## src/hw/dbc_pkg.sv

```systemverilog
// Purpose: shared constants of the debug bus comparators
// Assumes: byte-wide register port, byte addresses as offsets
// Notes:   control registers hold only their defined bits
package dbc_pkg;

  localparam int addr_width = 16;
  localparam int bus_addr_width = 24;
  localparam int bus_data_width = 32;
  localparam int ctl_width = 8;

  // register byte addresses
  localparam logic [15:0] off_a_mask0      = 16'h011c;
  localparam logic [15:0] off_a_mask1      = 16'h011d;
  localparam logic [15:0] off_a_mask2      = 16'h011e;
  localparam logic [15:0] off_a_mask3      = 16'h011f;
  localparam logic [15:0] off_b_ctl        = 16'h0120;
  localparam logic [15:0] off_b_addr_high  = 16'h0125;
  localparam logic [15:0] off_b_addr_mid   = 16'h0126;
  localparam logic [15:0] off_b_addr_low   = 16'h0127;
  localparam logic [15:0] off_c_ctl        = 16'h0130;
  localparam logic [15:0] off_status       = 16'h0150;
  localparam logic [15:0] off_irq_mask     = 16'h0151;

  // control register fields
  localparam int ctl_enable_bit = 0;
  localparam int ctl_rwe_bit    = 2;
  localparam int ctl_rw_bit     = 3;
  localparam int ctl_instruction_select_bit   = 5;
  localparam int ctl_ndb_bit    = 6;

  // bits that exist in each control register
  localparam logic [7:0] b_ctl_bits = 8'h2d;
  localparam logic [7:0] c_ctl_bits = 8'h6d;

  // reset values
  localparam logic [7:0]  ctl_reset    = 8'h00;
  localparam logic [23:0] addr_reset   = 24'h000000;
  localparam logic [31:0] mask_reset   = 32'h00000000;
  localparam logic [3:0]  status_reset = 4'h0;
  localparam logic [7:0]  rdata_reset  = 8'h00;

  // event bits of status and irq mask
  localparam int ev_match_a = 0;
  localparam int ev_match_b = 1;
  localparam int ev_match_c = 2;
  localparam int ev_refused = 3;
  localparam int ev_count   = 4;

endpackage

```

## src/hw/dbc_comparator.sv

```systemverilog
// Purpose: one address/data/read-write comparator
// Assumes: bus and pc inputs are on sys_clk
// Notes:   hit is combinational, registered by the caller
module dbc_comparator #(
  parameter bit has_data = 1'b1
) (
  input  wire logic        enable,
  input  wire logic        instruction_select_sel,
  input  wire logic        rw_qualify,
  input  wire logic        rw_value,
  input  wire logic        inequality,
  input  wire logic [23:0] addr_value,
  input  wire logic [31:0] data_value,
  input  wire logic [31:0] data_mask,
  input  wire logic [23:0] bus_address,
  input  wire logic [31:0] bus_data,
  input  wire logic        bus_rw,
  input  wire logic        bus_valid,
  input  wire logic [23:0] pc_address,
  input  wire logic        pc_valid,
  output logic             hit
);

  logic [23:0] sel_address;
  logic        cycle_ok;
  logic        addr_ok;
  logic        data_equal;
  logic        data_ok;
  logic        rw_ok;

  always_comb begin
    // pc or data access address
    sel_address = instruction_select_sel ? pc_address : bus_address;
    cycle_ok    = instruction_select_sel ? pc_valid : bus_valid;
    addr_ok     = (sel_address == addr_value);
    // only mask-one bits take part
    data_equal  = ((bus_data ^ data_value) & data_mask) == 32'h00000000;
    if (!has_data || instruction_select_sel) begin
      data_ok = 1'b1;
    end else begin
      data_ok = inequality ? !data_equal : data_equal;
    end
    // qualifier ignored under instruction select
    rw_ok = instruction_select_sel || !rw_qualify || (bus_rw == rw_value);
    hit   = enable && cycle_ok && addr_ok && data_ok && rw_ok;
  end

endmodule

```

## src/hw/dbc_event_flags.sv

```systemverilog
// Purpose: sticky event flags, mask and interrupt line
// Assumes: clear_all is a one-cycle read pulse of the status register
// Notes:   a set in the clearing cycle survives
module dbc_event_flags #(
  parameter int n = 4
) (
  input  wire logic         sys_clk,
  input  wire logic         reset,
  input  wire logic [n-1:0] event_set,
  input  wire logic         clear_all,
  input  wire logic [n-1:0] irq_mask,
  output logic      [n-1:0] status,
  output logic              irq
);

  genvar i;
  generate
    for (i = 0; i < n; i++) begin : g_flag
      always_ff @(posedge sys_clk or posedge reset) begin
        if (reset) begin
          status[i] <= 1'b0;
        end else if (event_set[i]) begin
          status[i] <= 1'b1;
        end else if (clear_all) begin
          status[i] <= 1'b0;
        end
      end
    end
  endgenerate

  assign irq = |(status & irq_mask);

endmodule

```

## src/hw/dbc_debug_comparators.sv

```systemverilog
// Purpose: comparator registers and match logic of the debug module
// Assumes: monitored bus, pc and control inputs come from sys_clk logic
// Notes:   matches appear one cycle after the bus cycle that caused them
// Contract
// - reads always; comparator writes only unarmed, trace inactive
// - mask byte 0 is bits 31..24
// - mask zero excludes data bit, one includes
// - instruction select picks pc over data address
// - rw value: 0 write, 1 read
// - rw qualify enable adds bus rw to compare
// - enable bit off means no match
// - range mode: b uses a control only
// - qualified: bus rw must equal rw value
// - b address 24 bits matched exactly
// - inequality bit inverts c data match
// - data bit compared only where mask one
module dbc_debug_comparators (
  input  wire logic        sys_clk,
  input  wire logic        reset,
  input  wire logic [15:0] reg_address,
  input  wire logic [7:0]  reg_wdata,
  input  wire logic        reg_write,
  input  wire logic        reg_read,
  output logic      [7:0]  reg_rdata,
  input  wire logic        armed,
  input  wire logic        trace_active,
  input  wire logic        ab_pairing_mode,
  input  wire logic [7:0]  cmp_a_control,
  input  wire logic [23:0] cmp_a_address,
  input  wire logic [31:0] cmp_a_data,
  input  wire logic [23:0] cmp_c_address,
  input  wire logic [31:0] cmp_c_data,
  input  wire logic [31:0] cmp_c_data_mask,
  input  wire logic [23:0] bus_address,
  input  wire logic [31:0] bus_data,
  input  wire logic        bus_rw,
  input  wire logic        bus_valid,
  input  wire logic [23:0] pc_address,
  input  wire logic        pc_valid,
  output logic             match_a,
  output logic             match_b,
  output logic             match_c,
  output logic             irq
);

  logic [31:0] cmp_a_data_mask;
  logic [7:0]  cmp_b_control;
  logic [23:0] cmp_b_address;
  logic [7:0]  cmp_c_control;
  logic [3:0]  irq_mask;
  logic [3:0]  status;
  logic [7:0]  b_ctl_eff;
  logic        write_open;
  logic        cmp_reg_hit;
  logic        cmp_write;
  logic        refused;
  logic        hit_a;
  logic        hit_b;
  logic        hit_c;
  logic        status_read;

  assign write_open = !armed && !trace_active;

  always_comb begin
    case (reg_address)
      dbc_pkg::off_a_mask0,
      dbc_pkg::off_a_mask1,
      dbc_pkg::off_a_mask2,
      dbc_pkg::off_a_mask3,
      dbc_pkg::off_b_ctl,
      dbc_pkg::off_b_addr_high,
      dbc_pkg::off_b_addr_mid,
      dbc_pkg::off_b_addr_low,
      dbc_pkg::off_c_ctl: cmp_reg_hit = 1'b1;
      default:            cmp_reg_hit = 1'b0;
    endcase
  end

  assign cmp_write   = reg_write && cmp_reg_hit && write_open;
  assign refused     = reg_write && cmp_reg_hit && !write_open;
  assign status_read = reg_read && (reg_address == dbc_pkg::off_status);

  // data mask, byte 0 on top
  always_ff @(posedge sys_clk or posedge reset) begin
    if (reset) begin
      cmp_a_data_mask <= dbc_pkg::mask_reset;
    end else if (cmp_write) begin
      case (reg_address)
        dbc_pkg::off_a_mask0: cmp_a_data_mask[31:24] <= reg_wdata;
        dbc_pkg::off_a_mask1: cmp_a_data_mask[23:16] <= reg_wdata;
        dbc_pkg::off_a_mask2: cmp_a_data_mask[15:8] <= reg_wdata;
        dbc_pkg::off_a_mask3: cmp_a_data_mask[7:0] <= reg_wdata;
        default: ;
      endcase
    end
  end

  always_ff @(posedge sys_clk or posedge reset) begin
    if (reset) begin
      cmp_b_control <= dbc_pkg::ctl_reset;
    end else if (cmp_write && reg_address == dbc_pkg::off_b_ctl) begin
      cmp_b_control <= reg_wdata & dbc_pkg::b_ctl_bits;
    end
  end

  always_ff @(posedge sys_clk or posedge reset) begin
    if (reset) begin
      cmp_b_address <= dbc_pkg::addr_reset;
    end else if (cmp_write) begin
      case (reg_address)
        dbc_pkg::off_b_addr_high: cmp_b_address[23:16] <= reg_wdata;
        dbc_pkg::off_b_addr_mid:  cmp_b_address[15:8] <= reg_wdata;
        dbc_pkg::off_b_addr_low:  cmp_b_address[7:0] <= reg_wdata;
        default: ;
      endcase
    end
  end

  always_ff @(posedge sys_clk or posedge reset) begin
    if (reset) begin
      cmp_c_control <= dbc_pkg::ctl_reset;
    end else if (cmp_write && reg_address == dbc_pkg::off_c_ctl) begin
      cmp_c_control <= reg_wdata & dbc_pkg::c_ctl_bits;
    end
  end

  // interrupt mask is not locked by arming
  always_ff @(posedge sys_clk or posedge reset) begin
    if (reset) begin
      irq_mask <= dbc_pkg::status_reset;
    end else if (reg_write && reg_address == dbc_pkg::off_irq_mask) begin
      irq_mask <= reg_wdata[3:0];
    end
  end

  // read data only in the cycle after the strobe
  always_ff @(posedge sys_clk or posedge reset) begin
    if (reset) begin
      reg_rdata <= dbc_pkg::rdata_reset;
    end else if (reg_read) begin
      case (reg_address)
        dbc_pkg::off_a_mask0:     reg_rdata <= cmp_a_data_mask[31:24];
        dbc_pkg::off_a_mask1:     reg_rdata <= cmp_a_data_mask[23:16];
        dbc_pkg::off_a_mask2:     reg_rdata <= cmp_a_data_mask[15:8];
        dbc_pkg::off_a_mask3:     reg_rdata <= cmp_a_data_mask[7:0];
        dbc_pkg::off_b_ctl:       reg_rdata <= cmp_b_control;
        dbc_pkg::off_b_addr_high: reg_rdata <= cmp_b_address[23:16];
        dbc_pkg::off_b_addr_mid:  reg_rdata <= cmp_b_address[15:8];
        dbc_pkg::off_b_addr_low:  reg_rdata <= cmp_b_address[7:0];
        dbc_pkg::off_c_ctl:       reg_rdata <= cmp_c_control;
        dbc_pkg::off_status:      reg_rdata <= {4'h0, status};
        dbc_pkg::off_irq_mask:    reg_rdata <= {4'h0, irq_mask};
        default:                  reg_rdata <= dbc_pkg::rdata_reset;
      endcase
    end else begin
      reg_rdata <= dbc_pkg::rdata_reset;
    end
  end

  // range mode: comparator b follows a's control
  assign b_ctl_eff = ab_pairing_mode ? cmp_a_control : cmp_b_control;

  dbc_comparator #(.has_data(1'b1)) u_cmp_a (
    .enable      (cmp_a_control[dbc_pkg::ctl_enable_bit]),
    .instruction_select_sel    (cmp_a_control[dbc_pkg::ctl_instruction_select_bit]),
    .rw_qualify  (cmp_a_control[dbc_pkg::ctl_rwe_bit]),
    .rw_value    (cmp_a_control[dbc_pkg::ctl_rw_bit]),
    .inequality  (1'b0),
    .addr_value  (cmp_a_address),
    .data_value  (cmp_a_data),
    .data_mask   (cmp_a_data_mask),
    .bus_address (bus_address),
    .bus_data    (bus_data),
    .bus_rw      (bus_rw),
    .bus_valid   (bus_valid),
    .pc_address  (pc_address),
    .pc_valid    (pc_valid),
    .hit         (hit_a)
  );

  dbc_comparator #(.has_data(1'b0)) u_cmp_b (
    .enable      (b_ctl_eff[dbc_pkg::ctl_enable_bit]),
    .instruction_select_sel    (b_ctl_eff[dbc_pkg::ctl_instruction_select_bit]),
    .rw_qualify  (b_ctl_eff[dbc_pkg::ctl_rwe_bit]),
    .rw_value    (b_ctl_eff[dbc_pkg::ctl_rw_bit]),
    .inequality  (1'b0),
    .addr_value  (cmp_b_address),
    .data_value  (32'h00000000),
    .data_mask   (32'h00000000),
    .bus_address (bus_address),
    .bus_data    (bus_data),
    .bus_rw      (bus_rw),
    .bus_valid   (bus_valid),
    .pc_address  (pc_address),
    .pc_valid    (pc_valid),
    .hit         (hit_b)
  );

  dbc_comparator #(.has_data(1'b1)) u_cmp_c (
    .enable      (cmp_c_control[dbc_pkg::ctl_enable_bit]),
    .instruction_select_sel    (cmp_c_control[dbc_pkg::ctl_instruction_select_bit]),
    .rw_qualify  (cmp_c_control[dbc_pkg::ctl_rwe_bit]),
    .rw_value    (cmp_c_control[dbc_pkg::ctl_rw_bit]),
    .inequality  (cmp_c_control[dbc_pkg::ctl_ndb_bit]),
    .addr_value  (cmp_c_address),
    .data_value  (cmp_c_data),
    .data_mask   (cmp_c_data_mask),
    .bus_address (bus_address),
    .bus_data    (bus_data),
    .bus_rw      (bus_rw),
    .bus_valid   (bus_valid),
    .pc_address  (pc_address),
    .pc_valid    (pc_valid),
    .hit         (hit_c)
  );

  always_ff @(posedge sys_clk or posedge reset) begin
    if (reset) begin
      match_a <= 1'b0;
      match_b <= 1'b0;
      match_c <= 1'b0;
    end else begin
      match_a <= hit_a;
      match_b <= hit_b;
      match_c <= hit_c;
    end
  end

  dbc_event_flags #(.n(dbc_pkg::ev_count)) u_flags (
    .sys_clk   (sys_clk),
    .reset     (reset),
    .event_set ({refused, match_c, match_b, match_a}),
    .clear_all (status_read),
    .irq_mask  (irq_mask),
    .status    (status),
    .irq       (irq)
  );
endmodule

```

## config.mk

```make
export PLATFORM = sky130hd
export DESIGN_NAME = dbc_debug_comparators
export DESIGN_NICKNAME = d
export VERILOG_FILES = /design/src/hw/dbc_pkg.sv /design/src/hw/dbc_comparator.sv /design/src/hw/dbc_event_flags.sv /design/src/hw/dbc_debug_comparators.sv
export SDC_FILE = /design/constraint.sdc
export NUM_CORES = 1
export LEC_CHECK = 0
export BUFFER_PORTS_ARGS = -buffer_cell sky130_fd_sc_hd__buf_2
export CELL_PAD_IN_SITES_DETAIL_PLACEMENT = 1
export CELL_PAD_IN_SITES_GLOBAL_PLACEMENT = 1
export CORE_MARGIN = 2
export CORE_UTILIZATION = 39
export DETAILED_ROUTE_END_ITERATION = 10
export GPL_TIMING_DRIVEN = 0
export PLACE_DENSITY_LB_ADDON = 0.1
export SYNTH_ARGS = -nofsm -noshare
export SYNTH_HDL_FRONTEND = slang
export SYNTH_SLANG_ARGS = --single-unit
```

## constraint.sdc

```tcl
create_clock -name sys_clk -period 5.7 [get_ports sys_clk]
set_input_delay 0.57 -clock sys_clk [delete_from_list [all_inputs] [get_ports sys_clk]]
set_output_delay 0.57 -clock sys_clk [all_outputs]
set_load 0.05 [all_outputs]
```

### Word level (Yosys, flattened, before mapping)

Index checks and enable logic that the tools add are counted.

* bits in registers: 84

* multiplexer cells: 18
* bitwise logic cells: 5
* reductions and logical operators: 47
* equality and inequality tests: 17

Operators with widths (number)
* $eq 16x9->1 const B: 11
* $pmux 8 s11: 1
* $eq 24x24->1: 3
* $mux 24: 3
* $and 32x32->32: 2
* $logic_not 32->1: 2
* $xor 32x32->32: 2
* $logic_and 1x1->1: 19
* $reduce_and 2->1: 7
* $mux 1: 12
* $reduce_or 9->1: 1
* $mux 8: 1
* $reduce_bool 2->1: 4
* $logic_not 1->1: 7
* $logic_or 1x1->1: 6
* $mux 6: 1
* $and 4x4->4: 1
* $reduce_or 4->1: 1
* $eq 1x1->1: 3

### Depth between registers and ports, before layout

* word-level depth: 8
* depth in mapped cells: 8

### Cells and area by module

From an unflattened synthesis, not the netlist that was laid out.

* cells, all modules: 613
* area total of the unflattened synthesis: 6605.1 um2

Modules (own cells, without submodules)
* dbc_debug_comparators: times used 1, area each 3862.5 um2, cells an instance 297
* dbc_comparator (u_cmp_a ...): times used 2, area each 1006.0 um2, cells an instance 119
* dbc_comparator (u_cmp_b): times used 1, area each 574.3 um2, cells an instance 65
* dbc_event_flags: times used 1, area each 156.4 um2, cells an instance 13

### Least setup slack after synthesis

Ideal clock, no wire load.

* path type: input-to-reg
* start point: input reg_address[7]
* end point: register cmp_b_address[10]
* stages: 7
* arrival time: 2.428 ns
* slack: 3.147 ns
* setup time: 0.125 ns
* cell sequence: or3b_4 > or4b_4 > nor2_8 > nand3_4 > nor2b_4 > buf_6 > mux2_4

* cells in the longest elaborated chain, start to end: 6

RTL lines
* start, declared: RTL line dbc_debug_comparators.sv:20 `input wire logic [15:0] reg_address,`
* $eq 16x9->1 (on tied branches): RTL line dbc_debug_comparators.sv:65, dbc_debug_comparators.sv:110
* $reduce_or 9->1: RTL line dbc_debug_comparators.sv:65 `case (reg_address)`
* $mux 1: RTL line dbc_debug_comparators.sv:65
* $logic_and 1x1->1 (2 in series): RTL line dbc_debug_comparators.sv:79 `assign cmp_write = reg_write && cmp_reg_hit && write_open;`
* $reduce_and 2->1 (no line) *
* end signal, assigned: RTL line dbc_debug_comparators.sv:108 `cmp_b_address <= dbc_pkg::addr_reset;`
* end signal, assigned: RTL line dbc_debug_comparators.sv:112 `dbc_pkg::off_b_addr_mid: cmp_b_address[15:8] <= reg_wdata;`
* end, declared: RTL line dbc_debug_comparators.sv:48 `logic [23:0] cmp_b_address;`

Every way passes the cells marked *; elsewhere a longest branch is shown, timed or not.
A chain may end at the register's enable or synchronous reset.

### Final worst setup path

* start point: input ab_pairing_mode
* end point: register match_b

* cells in the longest elaborated chain, start to end: 5

RTL lines
* start, declared: RTL line dbc_debug_comparators.sv:27 `input wire logic ab_pairing_mode,`
* $mux 6 *: RTL line dbc_debug_comparators.sv:161 `assign b_ctl_eff = ab_pairing_mode ? cmp_a_control : cmp_b_control;`
* $mux 24 (tied with other cells): RTL line dbc_comparator.sv:33 `sel_address = instruction_select_sel ? pc_address : bus_address;`
* $eq 24x24->1 (tied with other cells): RTL line dbc_comparator.sv:35 `addr_ok = (sel_address == addr_value);`
* $logic_and 1x1->1 / $logic_or 1x1->1 (equally long branches): RTL line dbc_comparator.sv:45, dbc_comparator.sv:44
* $logic_and 1x1->1 *: RTL line dbc_comparator.sv:45 `hit = enable && cycle_ok && addr_ok && data_ok && rw_ok;`
* via hit_b: RTL line dbc_debug_comparators.sv:58 `logic hit_b;`
* end signal, assigned: RTL line dbc_debug_comparators.sv:224 `match_b <= hit_b;`
* end, declared: RTL line dbc_debug_comparators.sv:41 `output logic match_b,`

Mark *: on every way through the listed nets, which the timed path passes. The rest lies on a longest branch.

==> out/results.tsv <==
metric	value	unit
total of cells resized after clock tree synthesis	0	
path type of the worst setup path	in2reg	
Critical-path top delay cell	sky130_fd_sc_hd__mux2i_2	
number of distinct standard cells referenced by the synthesized netlist	52	
H-Tree Level Count	3	
total number of vias	5946	
met3 track demand over resource in global routing	5.670	%
status	finished clean	
static leakage	4.312	nW
Max Clock Freq	0.3173	GHz
Inserted Clock Buffers	9	
setup-violating endpoint count in the final report	0	
buffers from clock root to sink, at most	2	
detailed-route wire length	24.74	mm
detailed-route wire length per cell	22.72	um
met2 usage in global routing	52.79	%
area growth from synthesis to layout	30.72	%
post-synth top area cell	sky130_fd_sc_hd__dfrtp_1	
fill cell count	1883	
number of storage elements in the synthesis netlist	84	
Die Y	132.7	um
Detail Route Antenna Nets	0	
die area	17610	um^2
count of buffers inserted at the top-level ports	269	
weighted congestion at the end of routability-driven global placement	0.9207	
Final Max Slew Viols	0	
cts hold-fix bufs	0	
total nets after synthesis	848	
Max Cap Viol	0	
Post-synth top flop	sky130_fd_sc_hd__dfrtp_1	
buffering stage count on the worst path with inverters included	2	
final count of hold timing violations	0	
crit-path leading delay family	multiplexers	
Data required, critical path	5.89	ns
post-layout min period	3.151	ns
vias in the first global route	6630	
first-pass detailed-route iteration total	4	
number of warnings reported in the yosys synthesis log	0	
peak per-stage delay on the critical path	0.67	ns
overall power of the completed layout	1.567	mW
setup fix buffers added after clock tree synthesis	0	
GRT Max-Usage Layer	met2	
instance count of the mapped netlist	582	
pin count of the biggest net entering global routing	53	
capturing element type of the critical path	register	
half-perimeter wire length after detailed placement	20.23	mm
global-route wire length before repair	38.16	mm
TritonCTS clock tree	done	
Worst-path clk slew	0.07	ns
Total Nets Final	1129	
cell area after synthesis	6459	um^2
data arrival time at the worst-slack endpoint	3.34	ns
setup TNS	0	ns
fraction of final layout cells sized beyond drive strength 1	42.63	%
remaining design rule violation count	0	
clock net sink count	84	
count of pins on the block boundary	278	
area share of the largest cell type after synthesis	32.55	%
Die X-Extent	132.7	um
share of the clock period used by the worst path	55.29	%
classification of the worst-slack hold path	in2async	
Starting Density	39.37	%
startpoint type of the worst setup path	input port	
worst-case clock skew	0.008375	ns
number of antenna violations at the first check in global routing	1	
most area-consuming cells after synthesis	sky130_fd_sc_hd__dfrtp_1, sky130_fd_sc_hd__xor2_1, sky130_fd_sc_hd__mux2i_1	
standard cell core area	16410	um^2
overall global routing resource usage	28.32	%
row count	47	
global route overflow	0	
largest vdd supply drop	0.1338	mV
synthesized area per cell	11.10	um^2
areal power density over the cells	185.5	nW/um^2
setup repair after global routing missed its margin	false	
series of cell instances along the critical path	buf_2, mux2i_2, buf_2, mux2i_1, xnor2_1, nor4_1, nand4_1, nor4_1	
Via density	5.460	
latest clock arrival within the worst-skew pair	0.35	ns
first-iteration detailed-routing DRC count	228	
Post-synth ARST share	100.0	%
normalized max-slew margin	33.15	%
root buffer cell	sky130_fd_sc_hd__clkbuf_16	
Post-synth EDFFs	0	
share of synthesized area occupied by flip-flops and latches	32.55	%
slew at the pin with the worst max-slew slack	1.000	ns
highest net fanout along the worst path	10	
met1 track demand over resource in global routing	32.21	%
worst paths after layout:
path | slack (ns) | to | start | depth (start not counted)
setup / recovery | 2.55 | match_b | ab_pairing_mode | 8
hold / removal | 0.24 | cmp_a_data_mask[15] | reset | 2
setup reg to reg | 2.56 | match_b | cmp_b_control[5] | 7
hold reg to reg | 0.46 | u_flags.status[2] | match_c | 1
max in group asynchronous | 4.85 | reg_rdata[0] | reset | 3
min in group sys_clk | 0.46 | u_flags.status[2] | match_c | 1
cell type report:
| type | count | area, um^2 | share of cell area, % |
|---|---|---|---|
| multi-input cells | 473 | 4255 | 50.40 |
| flip-flops and latches | 84 | 2102 | 24.90 |
| repair buffers | 270 | 1374 | 16.27 |
| well taps | 220 | 275.3 | 3.260 |
| clock buffers | 9 | 225.2 | 2.667 |
| clock inverters | 7 | 100.1 | 1.186 |
| plain buffers | 20 | 87.58 | 1.037 |
| inverters | 5 | 21.27 | 0.2519 |
| diodes | 1 | 2.502 | 0.02964 |
power breakdown:
group          leakage [nW]  switching, mW  internal, mW
registers              1.17      0.0000840         0.596
logic                  2.99          0.175         0.146
clock network         0.148          0.263         0.386
registers in the layout, indices dropped and copies added, names as in the netlist:
signal	count
reg_rdata	8
cmp_b_address	24
match_b	1
match_a	1
irq_mask	4
u_flags.status	4
cmp_a_data_mask	32
cmp_c_control	5
cmp_b_control	4
match_c	1
placed cells by master, fill, tap and decap left out, drive strengths merged, types with 2 or more instances in the layout:
cell,instances
nor2,15
a21oi,5
nor4,15
mux2i,76
nor3,8
buf,282
nand2,11
clkbuf,17
inv,6
a31oi,4
xnor2,21
nor2b,3
mux2,77
a21o,3
or3,2
nand4,20
xor2,119
clkinvlp,3
a22oi,49
a22o,8
dfrtp,84
or2,3
nand3,7
mux4,6
o21ai,2
nor3b,2
a211oi,2
nor4b,2
bufinv,2
o211a,2
through the flow:
stage                     worst slack (ns)  utilization, %  instance area, um^2  hold WS [ns]  cells
after floorplan                      2.965               -                 6459        0.4621    582
after global placement               2.103           49.25                 8080        0.4354   1071
after detailed placement             2.172           49.43                 8110        0.4441   1072
after CTS                            2.513           51.41                 8436        0.2542   1088
after global routing                 2.404           51.45                 8441        0.2774   1088
final                                2.549           51.46                 8443        0.2392   1089
Yosys cell counts, drive strengths merged, types with 2 or more instances:
cell type and n:
o21ai 2, nor2 15, mux4 6, or3 2, a22o 8, a31oi 4, nor4 15, xor2 119
inv 5, xnor2 21, a22oi 49, mux2 77, or2 3, nand4 20, clkbuf 8, dfrtp 84
a21oi 5, nor2b 3, nor3b 2, mux2i 76, a211oi 2, nor3 8, buf 12, nor4b 2
a21o 3, nand3 7, nand2 11, o211a 2
per-layer routing:
metal  part of all wire [%]  wire [um]
met5                      0          0
met4                    2.9        726
met3                    5.7       1417
met2                     52      12890
met1                     39       9712
cells by family (layout without fill, tap and decap cells):
family / Yosys count / count (layout) / synth area share, %
DFF: 84 / 84 / 32.55
buffers and inverters: 25 / 311 / 1.647
xor gates and xnor gates: 140 / 140 / 18.98
AOI/OAI and AO/OA: 81 / 81 / 9.376
muxes: 159 / 159 / 27.82
and+or+nand+nor: 93 / 93 / 9.628
other: 0 / 1 / 0
Power figures use the tool's default switching activity.
